`config.mk`:
```
export PLATFORM = sky130hd
export DESIGN_NAME = owc_option_latch
export DESIGN_NICKNAME = d
export VERILOG_FILES = /design/src/inc/owc_pkg.sv /design/src/owc_option_latch.sv
export SDC_FILE = /design/constraint.sdc
export NUM_CORES = 1
export LEC_CHECK = 0
export BUFFER_PORTS_ARGS = -buffer_cell sky130_fd_sc_hd__buf_2
export CELL_PAD_IN_SITES_DETAIL_PLACEMENT = 1
export CELL_PAD_IN_SITES_GLOBAL_PLACEMENT = 2
export CORE_MARGIN = 4
export CORE_UTILIZATION = 36
export CTS_CLUSTER_SIZE = 40
export DETAILED_ROUTE_END_ITERATION = 10
export PLACE_DENSITY = 0.85
export SETUP_SLACK_MARGIN = 0.2
export SYNTH_ARGS = -nofsm -noshare
export SYNTH_HDL_FRONTEND = slang
export SYNTH_SLANG_ARGS = --single-unit
export TNS_END_PERCENT = 100
```
`constraint.sdc`:
```
create_clock -name clk -period 2.9 [get_ports clk]
set_input_delay 0.435 -clock clk [delete_from_list [all_inputs] [get_ports clk]]
set_output_delay 0.435 -clock clk [all_outputs]
set_load 0.01 [all_outputs]
```
`src/inc/owc_pkg.sv`:
```
package owc_pkg;
    // Option word layout
    localparam int OWC_WORD_W = 15;
    localparam int OWC_SRC_SEL_BIT = 14;
    localparam int OWC_START_MODE_BIT = 10;
    localparam int OWC_LVL_HI_BIT = 8;
    localparam int OWC_LVL_LO_BIT = 7;
    localparam int OWC_RST_PIN_BIT = 6;
    localparam int OWC_WDT_DIS_BIT = 5;
    localparam int OWC_NR_LEN_BIT = 4;
    localparam int OWC_NR_ON_BIT = 3;
    localparam int OWC_PROT_HI_BIT = 2;
    localparam int OWC_SUB_FREQ_BIT = 13;
    localparam int OWC_RC_HI_BIT = 6;
    localparam int OWC_RC_LO_BIT = 5;
    localparam int OWC_CLK_ROLE_BIT = 1;
    localparam int OWC_CYC_OUT_BIT = 0;
    // Reset values of the option words (erased defaults)
    localparam logic [14:0] OWC_WORD0_RST = 15'h7DDF;
    localparam logic [14:0] OWC_WORD1_RST = 15'h7FBF;
    // Field encodings
    localparam logic [2:0] OWC_PROT_ON = 3'h0;
    localparam logic [1:0] OWC_LVL_OFF = 2'h3;
    localparam logic [1:0] OWC_LVL_2V7 = 2'h2;
    localparam logic [1:0] OWC_LVL_3V5 = 2'h1;
    localparam logic [1:0] OWC_LVL_4V0 = 2'h0;
    localparam logic [1:0] OWC_RC_8M = 2'h1;
    localparam logic [1:0] OWC_RC_16M = 2'h2;
    localparam logic [1:0] OWC_RC_4M = 2'h3;
    localparam logic [1:0] OWC_RC_BAD = 2'h0;
    // Mirror register reset value
    localparam logic [7:0] OWC_MIRROR_RST = 8'h00;
    // Timing
    localparam int OWC_CLK_MHZ = 250;
    localparam int OWC_DIP_NS = 5000;
    localparam int OWC_DIP_CYC = (OWC_DIP_NS * OWC_CLK_MHZ + 999) / 1000;
    localparam int OWC_NR_SHORT_CYC = 8;
    localparam int OWC_NR_LONG_CYC = 32;
    localparam int OWC_WDT_DIV = OWC_CLK_MHZ * 1000 / 16;
    localparam int OWC_SUB16_DIV = OWC_CLK_MHZ * 1000 / 16;
    localparam int OWC_SUB64_DIV = OWC_CLK_MHZ * 1000 / 64;
    // Mirror register selects
    localparam logic [1:0] OWC_MIR_A = 2'h0;
    localparam logic [1:0] OWC_MIR_B = 2'h1;
    localparam logic [1:0] OWC_MIR_C = 2'h2;
    // Loader states, Gray order
    typedef enum logic [1:0] {
        OWC_ST_IDLE  = 2'b00,
        OWC_ST_LATCH = 2'b01,
        OWC_ST_RUN   = 2'b11
    } owc_state_t;
endpackage

```
`src/owc_option_latch.sv`:
```
// Design decisions made here: the strobed register port and the placing of the registers.
`timescale 1ns/100ps
// Behaviour
// Word0 bit 14 picks mirrored bits: 0 from control registers, 1 from option word.
// Latch options first at power-on; with source 0 preload mirrors, software may overwrite.
// Word0 bit 10 selects start mode after any reset: 0 green, 1 normal.
// Two-bit level field: 11 off, 10 2.7V, 01 3.5V, 00 4.0V.
// Low-voltage reset fires only after supply stays low about 5 us.
// Word0 bit 6: 0 shared pin is reset input, 1 port and interrupt.
// Word0 bit 5: 0 enables watchdog, 1 disables it.
// Word0 bit 4: 0 accepts 8-period pulses, 1 accepts 32-period pulses.
// Word0 bit 3: 0 disables noise filter, 1 enables it.
// Noise filter forced off in green, idle and sleep modes.
// Protect field 000 enables code protection, 111 disables it.
// Word1 bit 13 selects sub clock: 0 gives 64 kHz, 1 gives 16 kHz.
// Watchdog clock is always 16 kHz regardless of sub clock selection.
// Word1 bits 6-5: 01 8 MHz, 10 16 MHz, 11 4 MHz, 00 invalid.
// Word1 bit 1: 1 clock pin is general I/O, 0 clock output.
// Word1 bit 0: 0 oscillator pin open drain, 1 drives cycle clock.
// Programmer fills unused option bits with their fixed values.
// Latched options stay fixed until next power-on; other resets leave them.
module owc_option_latch
    import owc_pkg::*;
(
    // Clock and power-on reset
    input  wire logic                        clk,
    input  wire logic                        reset_n,
    // Option word array
    input  wire logic [owc_pkg::OWC_WORD_W-1:0] opt_word0,
    input  wire logic [owc_pkg::OWC_WORD_W-1:0] opt_word1,
    // System status
    input  wire logic                        sys_reset,
    input  wire logic                        low_power_mode,
    input  wire logic [3:0]                  vdd_below,
    // Mirror register port
    input  wire logic [1:0]                  mir_addr,
    input  wire logic [7:0]                  mir_wdata,
    input  wire logic                        mir_wr,
    input  wire logic                        mir_rd,
    output logic [7:0]                       mir_rdata,
    // Distributed settings
    output logic                             options_valid,
    output logic [7:0]                       mirror_ctrl_a,
    output logic [7:0]                       mirror_ctrl_b,
    output logic [7:0]                       mirror_ctrl_c,
    output logic                             reset_start_mode_select,
    output logic                             lowvolt_reset,
    output logic                             reset_pin_select,
    output logic                             watchdog_run,
    output logic                             noise_filter_on,
    output logic [5:0]                       noise_min_cycles,
    output logic                             protect_on,
    output logic                             sub_clock_freq_sel,
    output logic                             sub_clock_tick,
    output logic                             watchdog_tick,
    output logic [1:0]                       rc_freq_sel,
    output logic                             rc_freq_invalid,
    output logic                             clock_pin_role_sel,
    output logic                             cycle_clock_out_en
);
    import owc_pkg::*;

    owc_state_t                 state_q;
    owc_state_t                 state_d;
    logic [OWC_WORD_W-1:0]      word0_q;
    logic [OWC_WORD_W-1:0]      word1_q;
    logic [7:0]                 ctrl_q [3];
    logic [7:0]                 mir_q [3];
    logic [15:0]                dip_q;
    logic [19:0]                wdt_div_q;
    logic [19:0]                sub_div_q;
    logic [7:0]                 rdata_q;
    logic                       lv_q;
    logic                       wdt_tick_q;
    logic                       sub_tick_q;
    logic                       run_q;
    logic                       mode_q;
    logic                       pin_sel_q;
    logic                       wdt_run_q;
    logic                       nr_on_q;
    logic [5:0]                 nr_min_q;
    logic                       prot_q;
    logic                       sub_sel_q;
    logic [1:0]                 rc_q;
    logic                       rc_bad_q;
    logic                       clk_role_q;
    logic                       cyc_out_q;

    // Decode
    wire        latching  = (state_q == OWC_ST_LATCH);
    wire        running   = (state_q == OWC_ST_RUN);
    wire        src_opt   = word0_q[OWC_SRC_SEL_BIT];
    wire [1:0]  lvl_sel   = {word0_q[OWC_LVL_HI_BIT], word0_q[OWC_LVL_LO_BIT]};
    wire [1:0]  rc_sel    = {word1_q[OWC_RC_HI_BIT], word1_q[OWC_RC_LO_BIT]};
    wire [2:0]  prot_code = word0_q[OWC_PROT_HI_BIT:0];
    wire        lv_below  = (lvl_sel == OWC_LVL_2V7) ? vdd_below[2] :
                            (lvl_sel == OWC_LVL_3V5) ? vdd_below[1] :
                            (lvl_sel == OWC_LVL_4V0) ? vdd_below[0] : 1'b0;
    wire        dip_done  = (dip_q >= 16'(OWC_DIP_CYC - 1));
    wire        wdt_wrap  = (wdt_div_q == 20'(OWC_WDT_DIV - 1));
    wire [19:0] sub_top   = word1_q[OWC_SUB_FREQ_BIT] ? 20'(OWC_SUB16_DIV - 1)
                                                       : 20'(OWC_SUB64_DIV - 1);
    wire        sub_wrap  = (sub_div_q >= sub_top);
    wire [7:0]  opt_bits [3];
    // The three mirrors carry the low byte of word0, the low byte of word1, and word0 high bits
    assign opt_bits[0] = word0_q[7:0];
    assign opt_bits[1] = word1_q[7:0];
    assign opt_bits[2] = {1'b0, word0_q[14:8]};

    // Loader sequence: one pass only after power-on, so later resets never reload
    always_comb begin
        case (state_q)
            OWC_ST_IDLE:  state_d = OWC_ST_LATCH;
            OWC_ST_LATCH: state_d = OWC_ST_RUN;
            OWC_ST_RUN:   state_d = OWC_ST_RUN;
            default:      state_d = OWC_ST_IDLE;
        endcase
    end

    always_ff @(posedge clk or negedge reset_n) begin
        if (!reset_n) begin
            state_q <= OWC_ST_IDLE;
        end else begin
            state_q <= state_d;
        end
    end

    // Option words are caught once, first of all; sys_reset is not looked at here
    always_ff @(posedge clk or negedge reset_n) begin
        if (!reset_n) begin
            word0_q <= OWC_WORD0_RST;
            word1_q <= OWC_WORD1_RST;
        end else if (latching) begin
            word0_q <= opt_word0;
            word1_q <= opt_word1;
        end
    end

    genvar gi;
    generate
        for (gi = 0; gi < 3; gi++) begin : g_mirror
            wire wr_hit = running && mir_wr && (mir_addr == 2'(gi));
            always_ff @(posedge clk or negedge reset_n) begin
                if (!reset_n) begin
                    ctrl_q[gi] <= OWC_MIRROR_RST;
                end else if (state_q == OWC_ST_IDLE) begin
                    ctrl_q[gi] <= OWC_MIRROR_RST;
                end else if (latching) begin
                    ctrl_q[gi] <= (gi == 0) ? opt_word0[7:0] :
                                  (gi == 1) ? opt_word1[7:0] : {1'b0, opt_word0[14:8]};
                end else if (wr_hit) begin
                    ctrl_q[gi] <= mir_wdata;
                end
            end
            always_ff @(posedge clk or negedge reset_n) begin
                if (!reset_n) begin
                    mir_q[gi] <= OWC_MIRROR_RST;
                end else begin
                    mir_q[gi] <= src_opt ? opt_bits[gi] : ctrl_q[gi];
                end
            end
        end
    endgenerate

    // Read port: data one cycle after the strobe; unused select reads zero
    wire [7:0] rd_mux = (mir_addr == OWC_MIR_A) ? mir_q[0] :
                        (mir_addr == OWC_MIR_B) ? mir_q[1] :
                        (mir_addr == OWC_MIR_C) ? mir_q[2] : 8'h00;

    always_ff @(posedge clk or negedge reset_n) begin
        if (!reset_n) begin
            rdata_q <= 8'h00;
        end else begin
            rdata_q <= mir_rd ? rd_mux : 8'h00;
        end
    end

    // Supply dip must persist before reset; a short dip restarts the count
    always_ff @(posedge clk or negedge reset_n) begin
        if (!reset_n) begin
            dip_q <= 16'h0000;
            lv_q  <= 1'b0;
        end else begin
            if (!running || !lv_below) begin
                dip_q <= 16'h0000;
            end else if (!dip_done) begin
                dip_q <= dip_q + 16'h0001;
            end
            lv_q <= running && lv_below && dip_done;
        end
    end

    // Watchdog time base runs from its own divider at a fixed rate
    always_ff @(posedge clk or negedge reset_n) begin
        if (!reset_n) begin
            wdt_div_q  <= 20'h0_0000;
            wdt_tick_q <= 1'b0;
        end else begin
            wdt_div_q  <= wdt_wrap ? 20'h0_0000 : wdt_div_q + 20'h0_0001;
            wdt_tick_q <= wdt_wrap;
        end
    end

    always_ff @(posedge clk or negedge reset_n) begin
        if (!reset_n) begin
            sub_div_q  <= 20'h0_0000;
            sub_tick_q <= 1'b0;
        end else begin
            sub_div_q  <= sub_wrap ? 20'h0_0000 : sub_div_q + 20'h0_0001;
            sub_tick_q <= sub_wrap;
        end
    end

    // Next values of the distributed settings
    wire        mode_d     = word0_q[OWC_START_MODE_BIT];
    wire        pin_sel_d  = word0_q[OWC_RST_PIN_BIT];
    wire        wdt_run_d  = running && !word0_q[OWC_WDT_DIS_BIT];
    wire        nr_on_d    = running && word0_q[OWC_NR_ON_BIT] && !low_power_mode;
    wire [5:0]  nr_min_d   = word0_q[OWC_NR_LEN_BIT] ? 6'(OWC_NR_LONG_CYC) : 6'(OWC_NR_SHORT_CYC);
    // Anything but the erased code keeps protection on, the safe reading
    wire        prot_d     = (prot_code == OWC_PROT_ON) || (prot_code != 3'h7);
    wire        sub_sel_d  = word1_q[OWC_SUB_FREQ_BIT];
    wire        rc_bad_d   = (rc_sel == OWC_RC_BAD);
    wire        clk_role_d = word1_q[OWC_CLK_ROLE_BIT];
    wire        cyc_out_d  = word1_q[OWC_CYC_OUT_BIT];

    // Settings outputs, registered; valid rises with the first settled settings, never before
    always_ff @(posedge clk or negedge reset_n) begin
        if (!reset_n) begin
            run_q <= 1'b0;
        end else begin
            run_q <= running;
        end
    end

    always_ff @(posedge clk or negedge reset_n) begin
        if (!reset_n) begin
            mode_q <= OWC_WORD0_RST[OWC_START_MODE_BIT];
        end else begin
            mode_q <= mode_d;
        end
    end

    always_ff @(posedge clk or negedge reset_n) begin
        if (!reset_n) begin
            pin_sel_q <= OWC_WORD0_RST[OWC_RST_PIN_BIT];
        end else begin
            pin_sel_q <= pin_sel_d;
        end
    end

    // Watchdog stays off until the words are in, so a stale default never starts it
    always_ff @(posedge clk or negedge reset_n) begin
        if (!reset_n) begin
            wdt_run_q <= 1'b0;
        end else begin
            wdt_run_q <= wdt_run_d;
        end
    end

    // Low-power gating is taken live; the filter drops one cycle after entry
    always_ff @(posedge clk or negedge reset_n) begin
        if (!reset_n) begin
            nr_on_q <= 1'b0;
        end else begin
            nr_on_q <= nr_on_d;
        end
    end

    always_ff @(posedge clk or negedge reset_n) begin
        if (!reset_n) begin
            nr_min_q <= 6'(OWC_NR_LONG_CYC);
        end else begin
            nr_min_q <= nr_min_d;
        end
    end

    // Protection reads on only in reset; while the words load it follows the erased default 111, which is off
    always_ff @(posedge clk or negedge reset_n) begin
        if (!reset_n) begin
            prot_q <= 1'b1;
        end else begin
            prot_q <= prot_d;
        end
    end

    always_ff @(posedge clk or negedge reset_n) begin
        if (!reset_n) begin
            sub_sel_q <= OWC_WORD1_RST[OWC_SUB_FREQ_BIT];
        end else begin
            sub_sel_q <= sub_sel_d;
        end
    end

    always_ff @(posedge clk or negedge reset_n) begin
        if (!reset_n) begin
            rc_q <= OWC_RC_8M;
        end else begin
            rc_q <= rc_sel;
        end
    end

    always_ff @(posedge clk or negedge reset_n) begin
        if (!reset_n) begin
            rc_bad_q <= 1'b0;
        end else begin
            rc_bad_q <= rc_bad_d;
        end
    end

    always_ff @(posedge clk or negedge reset_n) begin
        if (!reset_n) begin
            clk_role_q <= OWC_WORD1_RST[OWC_CLK_ROLE_BIT];
        end else begin
            clk_role_q <= clk_role_d;
        end
    end

    always_ff @(posedge clk or negedge reset_n) begin
        if (!reset_n) begin
            cyc_out_q <= OWC_WORD1_RST[OWC_CYC_OUT_BIT];
        end else begin
            cyc_out_q <= cyc_out_d;
        end
    end

    assign options_valid           = run_q;
    assign mirror_ctrl_a           = mir_q[0];
    assign mirror_ctrl_b           = mir_q[1];
    assign mirror_ctrl_c           = mir_q[2];
    assign mir_rdata               = rdata_q;
    assign lowvolt_reset           = lv_q;
    assign watchdog_tick           = wdt_tick_q;
    assign sub_clock_tick          = sub_tick_q;
    assign reset_start_mode_select = mode_q;
    assign reset_pin_select        = pin_sel_q;
    assign watchdog_run            = wdt_run_q;
    assign noise_filter_on         = nr_on_q;
    assign noise_min_cycles        = nr_min_q;
    assign protect_on              = prot_q;
    assign sub_clock_freq_sel      = sub_sel_q;
    assign rc_freq_sel             = rc_q;
    assign rc_freq_invalid         = rc_bad_q;
    assign clock_pin_role_sel      = clk_role_q;
    assign cycle_clock_out_en      = cyc_out_q;
endmodule

```
# After elaboration in Yosys (flattened, before gate mapping)
# Cells that the tools add are included.
# Widths: inputs -> output; s select.
classes:
  n_addsub: 3
  n_mux: 26
  reduce_logical: 24
  eq_ne: 9
  n_lt_le_gt_ge: 2
op_table:
  columns: ["op", "count"]
  rows:
  - ["$mux 8", 16]
  - ["$add 20x1->20 const B", 2]
  - ["$mux 20", 2]
  - ["$mux 16", 2]
  - ["$eq 20x14->1 const B", 1]
  - ["$ge 20x14->1", 1]
  - ["$add 16x1->16 const B", 1]
  - ["$ge 16x11->1 const B", 1]
  - ["$mux 14", 1]
  - ["$logic_and 1x1->1", 9]
  - ["$reduce_bool 3->1", 3]
  - ["$logic_not 2->1", 4]
  - ["$eq 2x1->1 const B", 3]
  - ["$eq 2x2->1 const B", 3]
  - ["$mux 6", 1]
  - ["$logic_not 1->1", 4]
  - ["$pmux 2 s2", 1]
  - ["$logic_not 3->1", 1]
  - ["$mux 1", 3]
  - ["$ne 3x3->1 const B", 1]
  - ["$logic_or 1x1->1", 2]
  - ["$ne 2x1->1 const B", 1]
  - ["$reduce_or 2->1", 1]
totals:
  in_bits: 50
  reg_bits: 164
  word_cells: 92

# Longest topological paths before layout
# Gate-level depths: netlist of run 1.
logic_depth:
  depth_word: 7
  ltp_mapped: 8
  ltp_nobuf: 6

# Worst setup path after synthesis of run 1
# OpenSTA, ideal clock, no wires.
synth_path:
  path_type: "reg2reg"
  from: "reg word1_q[13]"
  to: "reg sub_div_q[10]"
  path_buffers: 1
  setup_time_ns: 0.086
  arrival_time_ns: 2.190
  stages_incl_launch_ff: 8
  slack_ns: 0.624
  cell_sequence: "dfstp_2 inv_1 ha_1 or4b_2 a31oi_1 a2111oi_2 clkbuf_1 nor3_1"
synth_via:
  elab_chain_cells: 3
synth_lines:
  columns: ["element", "line_no", "source"]
  rows:
  - ["start: declaration", "owc_option_latch.sv:66", "logic [OWC_WORD_W-1:0] word1_q;"]
  - ["start signal: assignment", "owc_option_latch.sv:135", "word1_q <= opt_word1;"]
  - ["$mux 14", "owc_option_latch.sv:101", "wire [19:0] sub_top = word1_q[OWC_SUB_FREQ_BIT] ? 20'(OWC_SUB16_DIV - 1)"]
  - ["$ge 20x14->1", "owc_option_latch.sv:103", "wire sub_wrap = (sub_div_q >= sub_top);"]
  - ["$mux 20", "owc_option_latch.sv:209", "sub_div_q <= sub_wrap ? 20'h0_0000 : sub_div_q + 20'h0_0001;"]
  - ["end signal: assignment", "owc_option_latch.sv:209", null]
  - ["end: declaration", "owc_option_latch.sv:71", "logic [19:0] sub_div_q;"]
# No other way between the ends.
# A chain may end at the register's enable or synchronous reset.

# Worst setup path after layout of run 1
layout_path:
  from: "reg word1_q[13]"
  to: "reg sub_div_q[9]"
# The elaborated chain is that of the path after synthesis.

==> metrics.md, run 1 <==
| Metric | Value |
|---|---|
| # port buffers | 90 |
| Maximum clock rate | 390 MHz |
| Relative slew margins | 46.7% |
| DP Wirelength | 12,000 µm |
| Synth top area share | 48.4% |
| Max VDD drop | 457 µV |
| Min Hold Slack | 0.0440 ns |
| GR Layer Usage met3 | 4.84% |
| Synth cell types | 46 |
| Final Critical Period | 2.56 ns |
| Most used routing layer | met2 |
| CTS clk-pin slew, worst paths | 0.07 ns |
| RSZ-0062 raised after global routing | false |
| Post-synth EDFFs | 0 |
| Final Max Tran Viols | 0 |
| Yosys Warn Count | 0 |
| Crit path max fanout | 11 |
| Met1 GRT Util | 23.2% |
| Largest cells by area after synthesis | dfrtp_1 (48%), dfstp_2 (12%), nand2_1 (6.2%), mux2_2 (3.8%), a31oi_1 (2.3%) |
| Data required, critical path | 3.22 ns |
| Most frequent cells after synthesis | dfrtp_1 (126), nand2_1 (107), nor2_1 (36) |
| Worst EP arrival | 2.88 ns |
| Register area | 3920 µm² |
| CTS sink count | 155 |
| Area of the multi-input gates | 2480 µm² |
| Cell Area, Synth | 6520 µm² |
| Initial antenna violation count | 2 |
| Total CTS buffers | 17 |
| Grt total ovfl | 0 |
| Final ANT Viol Nets | 0 |
| Skew-Pair Late Insertion Delay | 0.42 ns |
| Setup-failing EPs final | 0 |
| Power Density | 652 nW/µm² |
| Placer Congestion | 0.784 |
| H-tree lvl count | 4 |
| Global-route wire length before repair | 27,600 µm |
| Initial core utilization | 37.2% |
| NumNets Final | 760 |
| Die area | 20,300 µm² |
| Worst hold path type | primary input to async pin |
| Synth Register Bits | 155 |
| WL/cell | 18.1 µm |
| Leakage | 0.00357 µW |
| GRT Total Usage | 17.3% |
| # rows | 48 |
| Period utilization | 88.3% |
| Hold buffers post-CTS | 0 |
| Vias after detailed routing | 4,829 |
| 1st-pass router iterations | 5 |
| Share of layout cells above drive strength 1 | 26.7% |
| Mapped Cells | 598 |
| IO Count | 103 |
| Die W | 143 µm |
| Vias in the first global route | 5,223 |
| Startpoint type of the worst setup path | register |
| CP Capture Type | register |
| Chip height | 143 µm |
| TritonCTS clock tree | done |
| Setup Crit Path Kind | register to register |
| Area Growth Syn to Fin | 21.2% |
| Top FF cell, synth | dfrtp_1 |
| Core footprint | 17,500 µm² |
| CTS max path bufs | 2 |
| Top-count cell post-synth | dfrtp_1 |
| Final WL | 16,900 µm |
| DR iter-0 viols | 231 |
| DRC violations left | 0 |
| Fin. Hold Viols | 0 |
| Sequential fraction of the synthesis area | 60.0% |
| Max_cap viols | 0 |
| Post-DR vias/cell | 5.15 |
| Cell taking the most area after synthesis | dfrtp_1 |
| Met2 GRT Util | 27.8% |
| Fillers | 1,945 |
| CTS root buf | clkbuf_16 |
| Syn avg cell area | 10.9 µm² |
| Async SR Flop Fraction | 100% |
| Outcome | completed |
| Fin util | 45.1% |
| Slew @ Worst Pin | 0.792 ns |
| Setup TNS | 0 ns |
| Total power | 5150 µW |
| Skew final | 0.00884 ns |
| Largest net degree at the start of global routing | 76 |
[kinds of logic after synthesis]
logic type / count (synthesis) / synth area share, %
AOI/OAI and AO/OA: 76 / 7.31
xor gates and xnor gates: 26 / 3.49
adders and majority gates: 12 / 2.30
buffers and inverters: 42 / 2.76
DFF: 155 / 60.0
muxes: 31 / 5.18
other: 1 / 0.0575
and+or+nand+nor: 255 / 18.8
[layout by cell type (no fill, tap or decap), drive strengths merged, types with 6 or more instances in the layout]
cell type	n
xor2	12
nand2	107
mux2i	9
clkbuf	21
nand4	16
dfrtp	126
xnor2	14
nor2	36
dfstp	29
buf	102
inv	14
nand3	17
mux2	22
or4	9
o21ai	19
conb	9
a31oi	24
o31ai	9
and2	11
ha	12
and3	12
nor4	6
a21oi	13
nor3	20
[registers in the layout (all words and copies together) (netlist names), 9 cells and up]
signal,cells
wdt_div_q,20
dip_q,16
word1_q,9
sub_div_q,20
ctrl_q,24
word0_q,15
[where the power goes]
| group | internal, µW | switching [µW] | total, µW |
|---|---|---|---|
| sequential | 2320 | 93.3 | 2410 |
| clock | 1460 | 873 | 2340 |
| combinational | 174 | 228 | 402 |
[routing by layer]
layer	vias up	part of all wire (%)
li1	2278	-
met1	2423	45
met2	107	48
met3	19	4.8
met4	2	1.5
met5	-	0.041
[final timing paths]
kind,start,end,slack (ns),cells after the start
setup reg to reg,word1_q[13],sub_div_q[9],0.34,7
hold / removal,reset_n,dip_q[0],0.04,1
max in group asynchronous,reset_n,protect_on,2.05,2
setup / recovery,word1_q[13],sub_div_q[9],0.34,7
hold reg to reg,word1_q[1],clock_pin_role_sel,0.37,0
min in group clk,low_power_mode,noise_filter_on,0.16,2
[per-stage QoR]
step / worst slack [ns] / instance area [µm²] / instances
2_1_floorplan: 0.624 / 6550 / 606
3_3_place_gp: 0.291 / 7260 / 904
3_5_place_dp: 0.243 / 7260 / 904
4_1_cts: 0.226 / 7880 / 936
5_1_grt: 0.207 / 7900 / 937
6_report: 0.339 / 7900 / 937
[critical path, cell delays in order (launching register included)]
cell and delay [ns]:
dfstp_2 0.56, inv_1 0.11, ha_1 0.29, or4b_2 0.62, a31oi_2 0.26, a2111oi_4 0.17, buf_4 0.21, nor3_1 0.23
[area by class of cell]
cell class | instances | area share, %
diodes | 1 | 0.0317
repair buffers | 102 | 7.08
clock inverters | 11 | 2.15
inverters | 13 | 0.617
well taps | 225 | 3.56
flip-flops and latches | 155 | 49.5
clock buffers | 21 | 5.70
multi-input cells | 409 | 31.3
[repair_timing]
action,4_1_cts,5_1_grt
gates resized for setup,0,2
buffers inserted,0,0
setup endpoints to repair,0,8
No activity file was read; power rests on OpenSTA's default activity.
==> run 2: changes to the inputs <==
ABC_AREA = 1   (was not set)
CORE_UTILIZATION = 34   (was 36)
PLACE_DENSITY = 0.86   (was 0.85)
==> metrics.md, run 2 <==
| Metric | Value |
|---|---|
| Outcome | completed |
| Maximum clock rate | 474 MHz (+21%) |
| Placer Congestion | 0.795 (+1.4%) |
| Fin. Hold Viols | 0 (unchanged) |
| Top layer in use | met4 |
| Share of layout cells above drive strength 1 | 19.2% (-7.5 points) |
| Worst EP arrival | 2.45 ns (-0.43 ns) |
| Critical R2R Capture | sub_div_q[11] |
| Chip height | 152 µm (+6.5%) |
| DRC violations left | 0 (unchanged) |
| Final Max Tran Viols | 0 (unchanged) |
| Synth Register Bits | 155 (unchanged) |
| Initial antenna violation count | 0 (-2) |
| Crit path max fanout | 16 (+5) |
| Synth top area share | 44.8% (-3.5 points) |
| H-tree lvl count | 4 (unchanged) |
| DR iter-0 viols | 262 (+13%) |
| Cell total after placement | 1,169 (+29%) |
| Synth cell types | 34 (-26%) |
| CTS clk-pin slew, worst paths | 0.07 ns (about the same) |
| Finished Cell Area | 8420 µm² (+6.6%) |
| Met3 routed WL | 511 µm (-37%) |
| CTS root buf | clkbuf_16 |
| Fillers | 2,459 (+26%) |
| Area of the multi-input gates | 2560 µm² (+3.5%) |
| IO Count | 103 (unchanged) |
| Die area | 23,000 µm² (+13%) |
| Setup Crit Path Kind | register to register |
| # port buffers | 90 (unchanged) |
| Post-DR vias/cell | 4.55 (-12%) |
| Area Growth Syn to Fin | 19.8% |
| Mapped Cells | 816 (+36%) |
| Sequential fraction of the synthesis area | 55.7% (-4.4 points) |
| Skew-Pair Late Insertion Delay | 0.43 ns (about the same) |
| Yosys Warn Count | 0 (unchanged) |
| CP Capture Type | register |
| Largest net degree at the start of global routing | 95 (+25%) |
| Top-count cell post-synth | nand2_1 |
| Data required, critical path | 3.24 ns (+0.02 ns) |
| 1st-pass router iterations | 4 (-1) |
| Cell Area, Synth | 7030 µm² (+7.8%) |
| Post-CTS setup buffer count | 0 (unchanged) |
| GRT Total Usage | 16.2% (-1.2 points) |
| TritonCTS clock tree | done |
| Setup TNS | 0 ns (unchanged) |
| Slew @ Worst Pin | 0.773 ns (-0.0183 ns) |
| Core footprint | 20,300 µm² (+16%) |
| NumNets Final | 981 (+29%) |
| Critical path endpoint | sub_div_q[11] |
| Most frequent cells after synthesis | nand2_1 (200), dfrtp_1 (126), inv_1 (116) |
| Max VDD drop | 384 µV (-16%) |
| # diodes | 0 (-1) |
| Met2 Wirelength | 8620 µm (+5.5%) |
| Final ANT Viol Nets | 0 (unchanged) |
| Final WL | 18,000 µm (+6.2%) |
| Syn avg cell area | 8.62 µm² (-21%) |
| Period utilization | 72.7% (-16 points) |
| Global-route wire length before repair | 30,100 µm (+9.1%) |
| CTS sink count | 155 (unchanged) |
| Worst hold path type | primary input to register |
| CTS max path bufs | 2 (unchanged) |
| Reg-to-reg setup timing slack | 0.79 ns (+0.45 ns) |
| RSZ-0062 raised after global routing | false |
| Largest cells by area after synthesis | dfrtp_1 (45%), dfstp_2 (11%), nand2_1 (11%), inv_1 (6.2%), o21ai_0 (6.1%) |
| Top FF cell, synth | dfrtp_1 |
| CP startpoint | word1_q[13] |
| Vias after detailed routing | 5,472 (+13%) |
| Setup-failing EPs final | 0 (unchanged) |
| Most frequent cells in the layout | nand2_1 (200), dfrtp_1 (126), inv_1 (116), buf_2 (89), o21ai_0 (85) |
| Largest Register | ctrl_q |
| Biggest regs | ctrl_q (24), sub_div_q (20), wdt_div_q (20) |
| Met1 WL | 8420 µm (+9.4%) |
| Power Density | 598 nW/µm² (-8.2%) |
| Area after DPL | 7800 µm² (+7.4%) |
| Max FFs per register | 24 (unchanged) |
| WL/cell | 15.0 µm (-17%) |
| Worst Reg-to-Reg Cells | 9 (+2) |
| Initial core utilization | 34.6% (-2.5 points) |
| Leakage | 0.00411 µW (+15%) |
| Total CTS buffers | 17 (unchanged) |
| RR Startpoint | word1_q[13] |
| Register area | 3920 µm² (unchanged) |
| Async SR Flop Fraction | 100% (unchanged) |
| Cell taking the most area after synthesis | dfrtp_1 |
| Hold wc startpoint | low_power_mode |
| Relative slew margins | 48.4% (+1.7 points) |
| DP Wirelength | 13,300 µm (+11%) |
| # rows | 52 (+8.3%) |
| Vias in the first global route | 5,880 (+13%) |
| Startpoint type of the worst setup path | register |
| Final Critical Period | 2.11 ns (-0.451 ns) |
| Die W | 152 µm (+6.5%) |
| Grt total ovfl | 0 (unchanged) |
| Min Hold Slack | 0.164 ns (+0.120 ns) |
| Non-filler cells in the finished layout | 1,202 (+28%) |
| Most common cell after layout, fill and taps aside | nand2_1 |
| Skew final | 0.0105 ns (+0.00166 ns) |
| Post-synth EDFFs | 0 (unchanged) |
| Max_cap viols | 0 (unchanged) |
==> run 2: changes by cell type after synthesis, sizes merged, moves of 11 or more <==
cell   before  now
a31oi      24    5
nand3      17   42
mux2       22    0
and2       11    0
nand2     107  201
nor2       36   87
o21ai      19   93
and3       12    1
inv        13  118
==> run 2: metal layers <==
metal / GRT usage, % / vias up
li1: - / 2752
met1: 21.4 / 2593
met2: 26.6 / 98
met3: 3.16 / 29
met4: 5.82 / 0
met5: 0 / -
==> run 2: area by class of cell <==
cell class / instances / share of cell area [%]
flip-flops and latches: 155 / 46.5
repair buffers: 99 / 6.40
well taps: 270 / 4.01
inverters: 121 / 5.39
multi-input cells: 525 / 30.4
clock inverters: 15 / 2.24
clock buffers: 17 / 5.05
==> run 2: how the worst min path moves through the flow <==
| stage | to | cells past startpoint |
|---|---|---|
| final | noise_filter_on | 2 |
| after global routing | noise_filter_on | 2 |
| after CTS | noise_filter_on | 2 |
| after detailed placement | noise_min_cycles[5] | 0 |
| after global placement | noise_min_cycles[5] | 0 |
| after floorplan | ctrl_q[0] | 0 |
==> run 2: logic make-up after synthesis <==
kind of cell | after synthesis | synth area share [%]
compound gates | 107 | 8.06
xor+xnor | 30 | 3.74
fa+ha+maj | 12 | 2.14
buf+inv | 144 | 8.29
flops | 155 | 55.7
other cells | 1 | 0.0533
simple gates | 367 | 22.0
==> run 2: worst max-delay path: stages, from the launching register on <==
cell     delay, ns
dfstp_2       0.56
inv_1         0.13
ha_1          0.32
nand2_1       0.07
inv_1         0.04
nand2_1       0.10
nor2_1        0.07
nand3_1       0.10
nand4_2       0.40
nor2_1        0.23
==> run 2: repair_timing <==
action	CTS	global route
hold buffers	1	0
endpoints found under the hold margin	36	0
gates resized for setup	0	0
setup endpoints to repair	0	0
==> run 2: report_power, final <==
group	switching [µW]	leakage [µW]	internal, µW
registers	80.1	0.00190	2310
logic	248	0.00191	142
clock network	1080	0.000301	1180
total	1410	0.00411	3630
==> run 2: per-stage QoR <==
stage / power, µW / worst slack [ns] / util (%)
2_1_floorplan: 2610 / 1.19 / -
3_3_place_gp: 2820 / 0.786 / 38.4
3_5_place_dp: 2830 / 0.758 / 38.4
4_1_cts: 5120 / 0.705 / 41.5
5_1_grt: 5280 / 0.529 / 41.5
6_report: 5040 / 0.790 / 41.5
